[config.mk]
export PLATFORM = sky130hd
export DESIGN_NAME = itd_trap_detect
export DESIGN_NICKNAME = d
export VERILOG_FILES = /design/src/rtl/itd_pkg.sv /design/src/rtl/itd_irq_sync.sv /design/src/rtl/itd_trap_detect.sv
export SDC_FILE = /design/constraint.sdc
export NUM_CORES = 1
export LEC_CHECK = 0
export BUFFER_PORTS_ARGS = -buffer_cell sky130_fd_sc_hd__buf_2
export CAP_MARGIN = 0
export CORE_UTILIZATION = 28
export CTS_CLUSTER_DIAMETER = 60
export DETAILED_ROUTE_END_ITERATION = 8
export GPL_ROUTABILITY_DRIVEN = 0
export PLACE_DENSITY_LB_ADDON = 0.3
export SYNTH_ARGS = -nofsm -noshare
export SYNTH_HDL_FRONTEND = slang
export SYNTH_HIERARCHICAL = 1
export SYNTH_SLANG_ARGS = --single-unit
[constraint.sdc]
create_clock -name i_clk -period 6.48 [get_ports i_clk]
set_clock_uncertainty 0.15 [all_clocks]
set_input_delay 0.324 -clock i_clk [delete_from_list [all_inputs] [get_ports i_clk]]
set_output_delay 0.324 -clock i_clk [all_outputs]
set_load 0.01 [all_outputs]
[src/rtl/itd_pkg.sv]
package itd_pkg;

  localparam int NWIN = 8;
  localparam logic [2:0] CWP_MAX = 3'h7;
  localparam logic [7:0] TT_INST_ACCESS = 8'h01;
  localparam logic [7:0] TT_ILLEGAL = 8'h02;
  localparam logic [7:0] TT_PRIV = 8'h03;
  localparam logic [7:0] TT_FP_DIS = 8'h04;
  localparam logic [7:0] TT_WIN_OVF = 8'h05;
  localparam logic [7:0] TT_WIN_UNF = 8'h06;
  localparam logic [7:0] TT_ALIGN = 8'h07;
  localparam logic [7:0] TT_FP_EXC = 8'h08;
  localparam logic [7:0] TT_DATA_ACCESS = 8'h09;
  localparam logic [7:0] TT_TAG_OVF = 8'h0a;
  localparam logic [7:0] TT_CP_DIS = 8'h24;
  localparam logic [7:0] TT_CP_EXC = 8'h28;
  localparam logic [7:0] TT_IRQ_BASE = 8'h10;
  localparam logic [7:0] TT_SW_BASE = 8'h80;
  localparam logic [31:0] RESET_PC = 32'h0000_0000;
  localparam logic [31:0] RESET_NPC = 32'h0000_0004;
  localparam logic [3:0] IRQ_NMI = 4'hf;
  localparam logic [1:0] SZ_HALF = 2'h1;
  localparam logic [1:0] SZ_WORD = 2'h2;
  localparam logic [1:0] SZ_DBL = 2'h3;

  // decoded instruction class flags from the decoder
  typedef struct packed {
    logic valid;
    logic unimplemented_opcode;
    logic unimpl_int;
    logic wr_cwp;
    logic [4:0] wr_cwp_val;
    logic alt_space;
    logic imm_bit;
    logic return_from_trap;
    logic flush;
    logic priv;
    logic fp_inst;
    logic cp_inst;
    logic save;
    logic restore;
    logic mem;
    logic jump_and_link;
    logic [1:0] size;
    logic [2:0] addr_lo;
    logic tag_trap;
    logic icc_v;
    logic ticc_taken;
    logic [6:0] ticc_num;
  } itd_inst_t;

  typedef struct packed {
    logic s;
    logic ps;
    logic et;
    logic ef;
    logic ec;
    logic [3:0] proc_irq_mask_level;
    logic [2:0] current_window_ptr;
  } itd_psr_t;

endpackage

[src/rtl/itd_irq_sync.sv]
`timescale 1ns/100ps
module itd_irq_sync (
  input wire logic i_clk,
  input wire logic i_rst_n,
  input wire logic [3:0] i_irq_level_in,
  output logic [3:0] o_level
);
  logic [3:0] s1_reg;
  logic [3:0] s2_reg;
  logic [3:0] s3_reg;
  logic [3:0] lvl_reg;

  always_ff @(posedge i_clk) begin
    if (!i_rst_n) begin
      s1_reg <= 4'h0;
      s2_reg <= 4'h0;
      s3_reg <= 4'h0;
    end else begin
      s1_reg <= i_irq_level_in;
      s2_reg <= s1_reg;
      s3_reg <= s2_reg;
    end
  end

  // disagreeing stages drop the request as a transient
  always_ff @(posedge i_clk) begin
    if (!i_rst_n) begin
      lvl_reg <= 4'h0;
    end else if (s2_reg == s3_reg) begin // RULE24
      lvl_reg <= s3_reg;
    end else begin
      lvl_reg <= 4'h0; // RULE24
    end
  end

  assign o_level = lvl_reg;

  a_sync_agree: assert property (@(posedge i_clk) disable iff (!i_rst_n)
    (o_level != 4'h0) |-> $past(s2_reg) == $past(s3_reg)) // RULE24
    else $error("irq level taken while stages disagree");
endmodule

[src/rtl/itd_trap_detect.sv]
`timescale 1ns/100ps
// Summary of operation
// RULE1: hold reset while active; on release take reset trap to address 0.
// RULE2: reset keeps trap type field except after illegal user return-from-trap.
// RULE3: reset trap sets supervisor, clears trap enable, keeps others.
// RULE4: memory error on instruction fetch raises instruction access trap.
// RULE5: memory error on data transfer raises data access trap.
// RULE6: unimplemented opcode or integer instruction raises illegal trap.
// RULE7: writing window pointer above 7 raises illegal trap.
// RULE8: alt space immediate, supervisor return_from_trap with traps on, flush off: illegal.
// RULE9: unimplemented float/cop instructions never raise illegal trap.
// RULE10: privileged instruction in user mode raises privileged trap.
// RULE11: float instruction with float disabled or absent traps.
// RULE12: cop instruction with cop disabled or absent traps.
// RULE13: save onto invalid window raises window overflow.
// RULE14: restore onto invalid window raises window underflow.
// RULE15: misaligned double, word, halfword or jump address traps.
// RULE16: pending float exception traps on next float instruction.
// RULE17: pending cop exception traps on next cop instruction.
// RULE18: exception cause comes from unit queue; saved pc is later one.
// RULE19: tagged add/sub with trap setting overflow raises tag overflow.
// RULE20: taken conditional trap instruction raises software trap.
// RULE21: with traps on accept level 15 or level above mask level.
// RULE22: only highest priority pending trap is taken.
// RULE23: trap clears enable, saves supervisor, decrements window, saves pcs.
// RULE24: interrupt level passes two agreeing stages before use.
// RULE25: interrupt trap type is sixteen plus level.
module itd_trap_detect (
  input wire logic i_clk,
  input wire logic i_rst_n,
  input wire itd_pkg::itd_inst_t i_inst,
  input wire logic [31:0] i_pc,
  input wire logic [31:0] i_npc,
  input wire logic i_ifetch_err,
  input wire logic i_mem_error_in,
  input wire logic i_flush_en,
  input wire logic i_float_present_in,
  input wire logic i_cop_present_in,
  input wire logic i_fp_exc_pend,
  input wire logic i_cp_exc_pend,
  input wire logic [3:0] i_irq_level_in,
  input wire logic [7:0] i_window_invalid_mask,
  input wire logic i_psr_wr,
  input wire itd_pkg::itd_psr_t i_psr_wdata,
  output logic o_trap,
  output logic [7:0] o_trap_type_field,
  output logic o_reset_mode,
  output logic [31:0] o_new_pc,
  output logic [31:0] o_new_npc,
  output logic [31:0] o_saved_pc,
  output logic [31:0] o_saved_npc,
  output logic o_irq_ack,
  output logic o_fp_exc_ack,
  output logic o_cp_exc_ack,
  output itd_pkg::itd_psr_t o_processor_state_reg
);
  itd_pkg::itd_psr_t psr_reg;
  logic [7:0] tt_reg;
  logic in_reset_reg;
  logic bad_return_from_trap_reg;
  logic trap_reg;
  logic irq_ack_reg;
  logic fp_ack_reg;
  logic cp_ack_reg;
  logic [31:0] new_pc_reg;
  logic [31:0] new_npc_reg;
  logic [31:0] sv_pc_reg;
  logic [31:0] sv_npc_reg;
  logic [3:0] irq_lvl;
  logic take;
  logic [7:0] tt_next;
  logic bad_return_from_trap;
  logic v;

  itd_irq_sync u_sync (
    .i_clk(i_clk),
    .i_rst_n(i_rst_n),
    .i_irq_level_in(i_irq_level_in),
    .o_level(irq_lvl)
  );

  function automatic logic misaligned(input logic [1:0] sz,
                                      input logic [2:0] a);
    case (sz)
      itd_pkg::SZ_DBL: misaligned = a != 3'h0;
      itd_pkg::SZ_WORD: misaligned = a[1:0] != 2'h0;
      itd_pkg::SZ_HALF: misaligned = a[0];
      default: misaligned = 1'b0;
    endcase
  endfunction

  function automatic logic [2:0] cwp_step(input logic [2:0] c,
                                          input logic up);
    cwp_step = up ? c + 3'h1 : c - 3'h1;
  endfunction

  assign v = i_inst.valid && !in_reset_reg;
  assign bad_return_from_trap = v && i_inst.return_from_trap && !psr_reg.et && !psr_reg.s;

  // priority encoder, highest first
  always_comb begin
    take = v;
    tt_next = 8'h00;
    if (v && i_ifetch_err && i_mem_error_in) begin // RULE4 RULE22
      tt_next = itd_pkg::TT_INST_ACCESS;
    end else if (v && (i_inst.unimplemented_opcode // RULE6
        || (i_inst.unimpl_int && !i_inst.fp_inst && !i_inst.cp_inst) // RULE9
        || (i_inst.wr_cwp && i_inst.wr_cwp_val > {2'h0, itd_pkg::CWP_MAX})
        || (i_inst.alt_space && i_inst.imm_bit) // RULE8
        || (i_inst.return_from_trap && psr_reg.et && psr_reg.s)
        || (i_inst.flush && !i_flush_en))) begin // RULE7
      tt_next = itd_pkg::TT_ILLEGAL;
    end else if (v && i_inst.priv && !psr_reg.s) begin // RULE10
      tt_next = itd_pkg::TT_PRIV;
    end else if (v && i_inst.fp_inst
        && (!psr_reg.ef || !i_float_present_in)) begin // RULE11
      tt_next = itd_pkg::TT_FP_DIS;
    end else if (v && i_inst.cp_inst
        && (!psr_reg.ec || !i_cop_present_in)) begin // RULE12
      tt_next = itd_pkg::TT_CP_DIS;
    end else if (v && i_inst.save && i_window_invalid_mask[
        cwp_step(psr_reg.current_window_ptr, 1'b0)]) begin // RULE13
      tt_next = itd_pkg::TT_WIN_OVF;
    end else if (v && i_inst.restore && i_window_invalid_mask[
        cwp_step(psr_reg.current_window_ptr, 1'b1)]) begin // RULE14
      tt_next = itd_pkg::TT_WIN_UNF;
    end else if (v && (i_inst.mem || i_inst.jump_and_link) && misaligned(
        i_inst.jump_and_link ? itd_pkg::SZ_WORD : i_inst.size,
        i_inst.addr_lo)) begin // RULE15
      tt_next = itd_pkg::TT_ALIGN;
    end else if (v && i_inst.fp_inst && i_fp_exc_pend) begin // RULE16
      tt_next = itd_pkg::TT_FP_EXC;
    end else if (v && i_inst.cp_inst && i_cp_exc_pend) begin // RULE17
      tt_next = itd_pkg::TT_CP_EXC;
    end else if (v && i_inst.mem && !i_ifetch_err
        && i_mem_error_in) begin // RULE5
      tt_next = itd_pkg::TT_DATA_ACCESS;
    end else if (v && i_inst.tag_trap && i_inst.icc_v) begin // RULE19
      tt_next = itd_pkg::TT_TAG_OVF;
    end else if (v && i_inst.ticc_taken) begin // RULE20
      tt_next = itd_pkg::TT_SW_BASE | {1'b0, i_inst.ticc_num};
    end else if (v && psr_reg.et && irq_lvl != 4'h0
        && (irq_lvl == itd_pkg::IRQ_NMI
        || irq_lvl > psr_reg.proc_irq_mask_level)) begin // RULE21
      tt_next = itd_pkg::TT_IRQ_BASE | {4'h0, irq_lvl}; // RULE25
    end else begin
      take = 1'b0;
    end
  end

  always_ff @(posedge i_clk) begin
    if (!i_rst_n) begin
      in_reset_reg <= 1'b1; // RULE1
    end else begin
      in_reset_reg <= 1'b0;
    end
  end

  // remembers a user-mode return-from-trap with traps off
  always_ff @(posedge i_clk) begin
    if (!i_rst_n) begin
      bad_return_from_trap_reg <= bad_return_from_trap_reg;
    end else if (bad_return_from_trap) begin
      bad_return_from_trap_reg <= 1'b1;
    end else if (take || in_reset_reg) begin // RULE2
      bad_return_from_trap_reg <= 1'b0;
    end
  end

  // processor state; reset release forces s=1 et=0, rest retained
  always_ff @(posedge i_clk) begin
    if (!i_rst_n) begin
      psr_reg <= psr_reg;
    end else if (in_reset_reg) begin
      psr_reg.s <= 1'b1; // RULE3
      psr_reg.et <= 1'b0; // RULE3
    end else if (take) begin
      psr_reg.et <= 1'b0; // RULE23
      psr_reg.ps <= psr_reg.s; // RULE23
      psr_reg.s <= 1'b1; // RULE23
      psr_reg.current_window_ptr <= cwp_step(psr_reg.current_window_ptr, 1'b0); // RULE23
    end else if (i_psr_wr) begin
      psr_reg <= i_psr_wdata;
    end
  end

  // trap type is kept across reset unless the return_from_trap case hit
  always_ff @(posedge i_clk) begin
    if (!i_rst_n) begin
      tt_reg <= tt_reg;
    end else if (in_reset_reg) begin
      tt_reg <= bad_return_from_trap_reg ? 8'h00 : tt_reg; // RULE2
    end else if (take) begin
      tt_reg <= tt_next; // RULE23
    end
  end

  always_ff @(posedge i_clk) begin
    if (!i_rst_n) begin
      trap_reg <= 1'b0;
      new_pc_reg <= itd_pkg::RESET_PC;
      new_npc_reg <= itd_pkg::RESET_NPC;
    end else if (in_reset_reg) begin
      trap_reg <= 1'b1; // RULE1
      new_pc_reg <= itd_pkg::RESET_PC; // RULE1
      new_npc_reg <= itd_pkg::RESET_NPC;
    end else begin
      trap_reg <= take;
      new_pc_reg <= i_pc;
      new_npc_reg <= i_npc;
    end
  end

  // saved pc is the instruction that triggered recognition
  always_ff @(posedge i_clk) begin
    if (!i_rst_n) begin
      sv_pc_reg <= 32'h0000_0000;
      sv_npc_reg <= 32'h0000_0000;
      irq_ack_reg <= 1'b0;
      fp_ack_reg <= 1'b0;
      cp_ack_reg <= 1'b0;
    end else begin
      if (take) begin
        sv_pc_reg <= i_pc; // RULE18 RULE23
        sv_npc_reg <= i_npc; // RULE23
      end
      irq_ack_reg <= take && tt_next[7:4] == 4'h1;
      fp_ack_reg <= take && tt_next == itd_pkg::TT_FP_EXC; // RULE18
      cp_ack_reg <= take && tt_next == itd_pkg::TT_CP_EXC; // RULE18
    end
  end

  assign o_trap = trap_reg;
  assign o_trap_type_field = tt_reg;
  assign o_reset_mode = in_reset_reg;
  assign o_new_pc = new_pc_reg;
  assign o_new_npc = new_npc_reg;
  assign o_saved_pc = sv_pc_reg;
  assign o_saved_npc = sv_npc_reg;
  assign o_irq_ack = irq_ack_reg;
  assign o_fp_exc_ack = fp_ack_reg;
  assign o_cp_exc_ack = cp_ack_reg;
  assign o_processor_state_reg = psr_reg;

  a_reset_vector: assert property (@(posedge i_clk) disable iff (!i_rst_n)
    $rose(i_rst_n) ##0 in_reset_reg |=> o_trap && o_new_pc == 32'h0000_0000
    && o_processor_state_reg.s && !o_processor_state_reg.et) // RULE1
    else $error("reset trap wrong");
  a_tt_hold_reset: assert property (@(posedge i_clk) disable iff (!i_rst_n)
    in_reset_reg && !bad_return_from_trap_reg |=> $stable(o_trap_type_field)) // RULE2
    else $error("reset changed trap type");
  a_trap_state: assert property (@(posedge i_clk) disable iff (!i_rst_n)
    take |=> !o_processor_state_reg.et && o_processor_state_reg.s
    && o_processor_state_reg.current_window_ptr == $past(psr_reg.current_window_ptr) - 3'h1) // RULE23
    else $error("trap state update wrong");
  a_priv_user: assert property (@(posedge i_clk) disable iff (!i_rst_n)
    v && i_inst.priv && !psr_reg.s && !i_mem_error_in
    && !i_inst.unimplemented_opcode && !i_inst.unimpl_int && !i_inst.wr_cwp
    && !i_inst.alt_space && !i_inst.return_from_trap && !i_inst.flush
    |=> o_trap && o_trap_type_field == 8'h03) // RULE10
    else $error("privileged trap missing");
  a_irq_mask: assert property (@(posedge i_clk) disable iff (!i_rst_n)
    take && tt_next[7:4] == 4'h1 |-> psr_reg.et
    && (tt_next[3:0] == 4'hf || tt_next[3:0] > psr_reg.proc_irq_mask_level)) // RULE21
    else $error("masked interrupt taken");
  a_irq_tt: assert property (@(posedge i_clk) disable iff (!i_rst_n)
    o_irq_ack |-> o_trap && o_trap_type_field[7:4] == 4'h1
    && o_trap_type_field[3:0] != 4'h0) // RULE25
    else $error("interrupt trap type wrong");
  a_fp_dis: assert property (@(posedge i_clk) disable iff (!i_rst_n)
    take && tt_next == 8'h04 |-> i_inst.fp_inst
    && (!psr_reg.ef || !i_float_present_in)) // RULE11
    else $error("float disabled trap wrong");
  a_win_ovf: assert property (@(posedge i_clk) disable iff (!i_rst_n)
    take && tt_next == 8'h05 |-> i_inst.save
    && i_window_invalid_mask[psr_reg.current_window_ptr - 3'h1]) // RULE13
    else $error("window overflow wrong");
  a_align: assert property (@(posedge i_clk) disable iff (!i_rst_n)
    take && tt_next == 8'h07 && i_inst.size == 2'h1 && !i_inst.jump_and_link
    |-> i_inst.addr_lo[0]) // RULE15
    else $error("halfword alignment wrong");
  a_fp_exc: assert property (@(posedge i_clk) disable iff (!i_rst_n)
    o_fp_exc_ack |-> $past(i_fp_exc_pend) && $past(i_inst.fp_inst)) // RULE16
    else $error("float exception without cause");
  a_tag: assert property (@(posedge i_clk) disable iff (!i_rst_n)
    take && tt_next == 8'h0a |-> i_inst.tag_trap && i_inst.icc_v) // RULE19
    else $error("tag overflow without cause");
  a_reset_hold: assert property (@(posedge i_clk)
    !i_rst_n |=> o_reset_mode && !o_trap) // RULE1
    else $error("reset mode not held");
  a_bad_return_from_trap_tt: assert property (@(posedge i_clk) disable iff (!i_rst_n)
    in_reset_reg && bad_return_from_trap_reg |=> o_trap_type_field == 8'h00) // RULE2
    else $error("trap type kept after bad return");
  a_inst_access: assert property (@(posedge i_clk) disable iff (!i_rst_n)
    v && i_ifetch_err && i_mem_error_in
    |=> o_trap && o_trap_type_field == itd_pkg::TT_INST_ACCESS) // RULE4
    else $error("instruction access trap missing");
  a_data_trap: assert property (@(posedge i_clk) disable iff (!i_rst_n)
    v && i_inst.mem && !i_ifetch_err && i_mem_error_in |=> o_trap) // RULE5
    else $error("data access error not trapped");
  a_cwp_write: assert property (@(posedge i_clk) disable iff (!i_rst_n)
    v && i_inst.wr_cwp && i_inst.wr_cwp_val > 5'h07
    && !(i_ifetch_err && i_mem_error_in)
    |=> o_trap && o_trap_type_field == itd_pkg::TT_ILLEGAL) // RULE7
    else $error("window pointer write not refused");

  c_reset: cover property (@(posedge i_clk) in_reset_reg ##1 o_trap);
  c_irq: cover property (@(posedge i_clk) disable iff (!i_rst_n) o_irq_ack);
  c_fp: cover property (@(posedge i_clk) disable iff (!i_rst_n)
    o_fp_exc_ack);
  c_sw: cover property (@(posedge i_clk) disable iff (!i_rst_n)
    take && tt_next[7]);
endmodule

==> flow_metrics.py <==
metrics = {
    "layout": {
        "seq_area_um2": 3613,
        "num_antenna_cells": 0,
        "design_area_um2": 9325,
        "multiInputGateArea_um2": 2506,
        "final_util_pct": 42.34,
        "num-fill-cells": 2163,
        "final_cells": 1279,
        "drive_above_1_share_pct": 33.53,
        "nets": 1125,
        "areaGrowthSynthToFinish_pct": 46.94,
    },
    "grt": {
        "grt-busiest-layer": "met2",
        "grt_max_degree": 71,
        "gr-total-overflow": 0,
        "grt_pass1_wl_um": 31440,
        "gr-usage-met3_pct": 4.778,
        "met2_usage_pct": 28.73,
        "track_usage_pct": 17.06,
        "antenna_found_initial": 0,
        "grt_pass1_vias": 6029,
        "use_met1_pct": 20.69,
    },
    "floorplanning": {
        "die_area_um2": 23270,
        "initial_utilization_pct": 28.81,
        "core_area_um2": 22030,
        "pin_count": 286,
        "die_h_um": 152.5,
        "die_width_um": 152.5,
        "rows": 54,
    },
    "job": {
        "maxCapViolations": 0,
    },
    "power": {
        "power_frac_comb_pct": 15.2,
        "seqPwrFrac_pct": 44.8,
        "cellPowerDensity_nw_per_um2": 278.4,
        "switching_share_pct": 27.21,
        "p_switching_uw": 706.6,
        "p_int_mw": 1.890,
        "clkPwrFrac_pct": 40.0,
        "ir_drop_mv": 0.1465,
        "power_mw": 2.596,
        "p_leak_nw": 4.218,
    },
    "placement": {
        "dpl-instance-area_um2": 7986,
        "dpl.hpwl_um": 13030,
        "dp_slack_ps": 2432,
        "placed_cells": 1173,
        "place.port_buffers": 282,
    },
    "timing": {
        "finalCriticalPeriod_ps": 4051,
        "hold_violations": 0,
        "clock.fmax_mhz": 246.8,
        "slew_viol_final": 0,
        "fin_ws_ps": 2429,
        "rsz0062_at_grt": "false",
        "fin_hold_ws_ps": 56.79,
        "fin_crit_sh_pct": 62.52,
        "setup_violations": 0,
        "worst_pin_slew_ps": 1183,
        "slew_headroom_pct": 20.96,
        "fin_setup_tns_ps": 0,
    },
    "detailed_routing": {
        "drtIter0Drc": 344,
        "dr_total_vias": 6085,
        "avgViaCountPerCell": 4.758,
        "wirelength_um": 19740,
        "route.detailed.drc": 15,
        "first_pass_iters": 9,
        "ant_nets": 0,
        "wl_per_cell_um": 15.43,
    },
    "min_path": {
        "whs_endpoint": "o_processor_state_reg[11]",
        "hold_path_depth": 3,
        "hold_path.startpoint": "i_psr_wdata[11]",
        "hp-class": "in -> reg",
    },
    "worst_setup_path": {
        "critPathCaptureType": "flip-flop",
        "crit_fanout": 70,
        "regToRegSetupSlack_ps": 2430,
        "r2r_start": "o_processor_state_reg[0]",
        "required_ps": 6420,
        "r2r_cells": 9,
        "crit_arrival_ps": 3990,
        "rr_endpoint": "o_processor_state_reg[3]",
        "path_class": "reg -> reg",
        "start_kind": "flip-flop",
    },
    "yosys": {
        "synth-seq-cells": 170,
        "synthArstFlopShare_pct": 0,
        "ys_dominant_reg_cell": "dfxtp_1",
        "syn-cell-area_um2": 6346,
        "synth-edff-count": 21,
        "seq_area_frac_synth_pct": 56.94,
        "synthCells": 652,
        "syn_area_per_cell_um2": 9.733,
        "yosysWarnings": 6,
        "synth_cell_types": 58,
        "synthesis.nets": 791,
    },
    "cts": {
        "cts_setup_buffers": 0,
        "path_clk_slew_ps": 60,
        "h-tree-depth": 4,
        "cts_tree": "built",
        "post_cts_resized": 0,
        "clock_latency_ps": 420,
        "cts_buffers": 17,
        "cts_sinks": 170,
        "cts_root_buf": "clkbuf_16",
        "clockBufferDepth": 2,
    },
    "run_status": {
        "violations": "design-rule violations",
        "status": "finished with violations",
    },
}
-- worst max path at each step --
| stage | to | depth (start not counted) | from |
|---|---|---|---|
| after global placement | o_processor_state_reg[7] | 9 | o_processor_state_reg[0] |
| after CTS | o_processor_state_reg[5] | 9 | o_processor_state_reg[0] |
| after global routing | o_processor_state_reg[3] | 9 | o_processor_state_reg[0] |
| final | o_processor_state_reg[3] | 9 | o_processor_state_reg[0] |
| after detailed placement | o_processor_state_reg[7] | 9 | o_processor_state_reg[0] |
| after floorplan | o_processor_state_reg[3] | 11 | o_processor_state_reg[0] |
-- layout make-up --
| class | instances | share of cell area, % |
|---|---|---|
| timing repair buffer | 364 | 23.72 |
| multi-input combinational | 421 | 26.88 |
| clock buffer | 19 | 4.750 |
| sequential | 170 | 38.75 |
| inverter | 12 | 0.4830 |
| clock inverter | 13 | 1.664 |
| tap | 280 | 3.757 |
-- layer usage --
| metal | wire length [um] | share of wire [%] |
|---|---|---|
| met5 | 0 | 0 |
| met4 | 376 | 1.9 |
| met3 | 1364 | 6.9 |
| met2 | 9496 | 48 |
| met1 | 8498 | 43 |
-- logic make-up after synthesis --
family,Yosys count,share of synthesized area (%)
AO/OA/AOI/OAI,179,15.50
XOR/XNOR,6,0.8281
adder cells (fa/ha/maj),6,1.183
buffers and inverters,61,3.884
flip-flops,170,56.94
multiplexers,7,1.972
AND/OR/NAND/NOR,223,19.70
-- synthesized netlist by cell type, types with 2 or more instances --
library cell / count / share of area [%]
inv_1: 11 / 0.65
mux4_2: 3 / 1.1
nor4b_1: 3 / 0.41
a21oi_1: 72 / 5.7
o21ai_1: 7 / 0.55
buf_1: 2 / 0.12
edfxtp_1: 21 / 9.9
and3_1: 3 / 0.30
nor4bb_1: 2 / 0.32
nand2b_1: 2 / 0.20
or3_1: 2 / 0.20
nor2b_1: 3 / 0.30
dfxtp_1: 149 / 47
a22o_1: 3 / 0.41
o211ai_1: 2 / 0.24
a22oi_1: 2 / 0.24
o21ai_0: 73 / 5.8
nor2_1: 12 / 0.71
a21o_1: 2 / 0.24
nand2_1: 22 / 1.3
o31ai_1: 2 / 0.24
a31oi_1: 3 / 0.30
nand4_1: 3 / 0.30
buf_2: 8 / 0.63
clkbuf_1: 38 / 2.2
nand3_1: 75 / 5.9
o21a_1: 2 / 0.24
mux2i_1: 2 / 0.32
nor3_1: 6 / 0.47
xor2_1: 5 / 0.69
and2_1: 76 / 7.5
ha_1: 6 / 1.2
nor4_1: 5 / 0.49
-- power by group through the flow --
stage	clock network [mW]	logic, mW	registers, mW
floorplan	0	0.168	1.21
global placement	0	0.361	1.18
detailed placement	0	0.362	1.19
CTS	1.08	0.397	1.16
global route	1.12	0.430	1.17
finish	1.04	0.394	1.16
-- what timing repair did --
item                       in CTS  in global routing
setup endpoints to repair       0                  0
hold endpoints to repair      101                  0
hold buffers                   74                  0
-- critical path, cell delays in order, from the launching register on --
cell      delay [ps]
edfxtp_1         540
inv_1            100
ha_1             390
mux4_1           310
mux2_2           320
nand3_2          110
or4b_2           590
buf_4            360
nor3_2           410
and3_1           420
-- cell usage in the layout (no fill, tap or decap), types with 3 or more instances in the layout --
cell | netlist | routed
mux4_2 | 3 | 3
nor2b_1 | 3 | 3
buf_2 | 8 | 282
dfxtp_1 | 149 | 149
ha_1 | 6 | 6
nor2_1 | 12 | 11
and3_1 | 3 | 3
clkbuf_16 | 0 | 17
nand2_1 | 22 | 22
inv_1 | 11 | 11
nor3_1 | 6 | 6
inv_6 | 0 | 6
nand4_1 | 3 | 3
xor2_1 | 5 | 5
a22o_1 | 3 | 3
a21oi_1 | 72 | 72
buf_4 | 0 | 8
o21ai_1 | 7 | 7
o21ai_0 | 73 | 73
and2_1 | 76 | 76
edfxtp_1 | 21 | 21
nand3_1 | 75 | 75
nor4_1 | 5 | 4
dlygate4sd3_1 | 0 | 74
a31oi_1 | 3 | 3
Note: power is estimated with default switching activity, not from simulation.
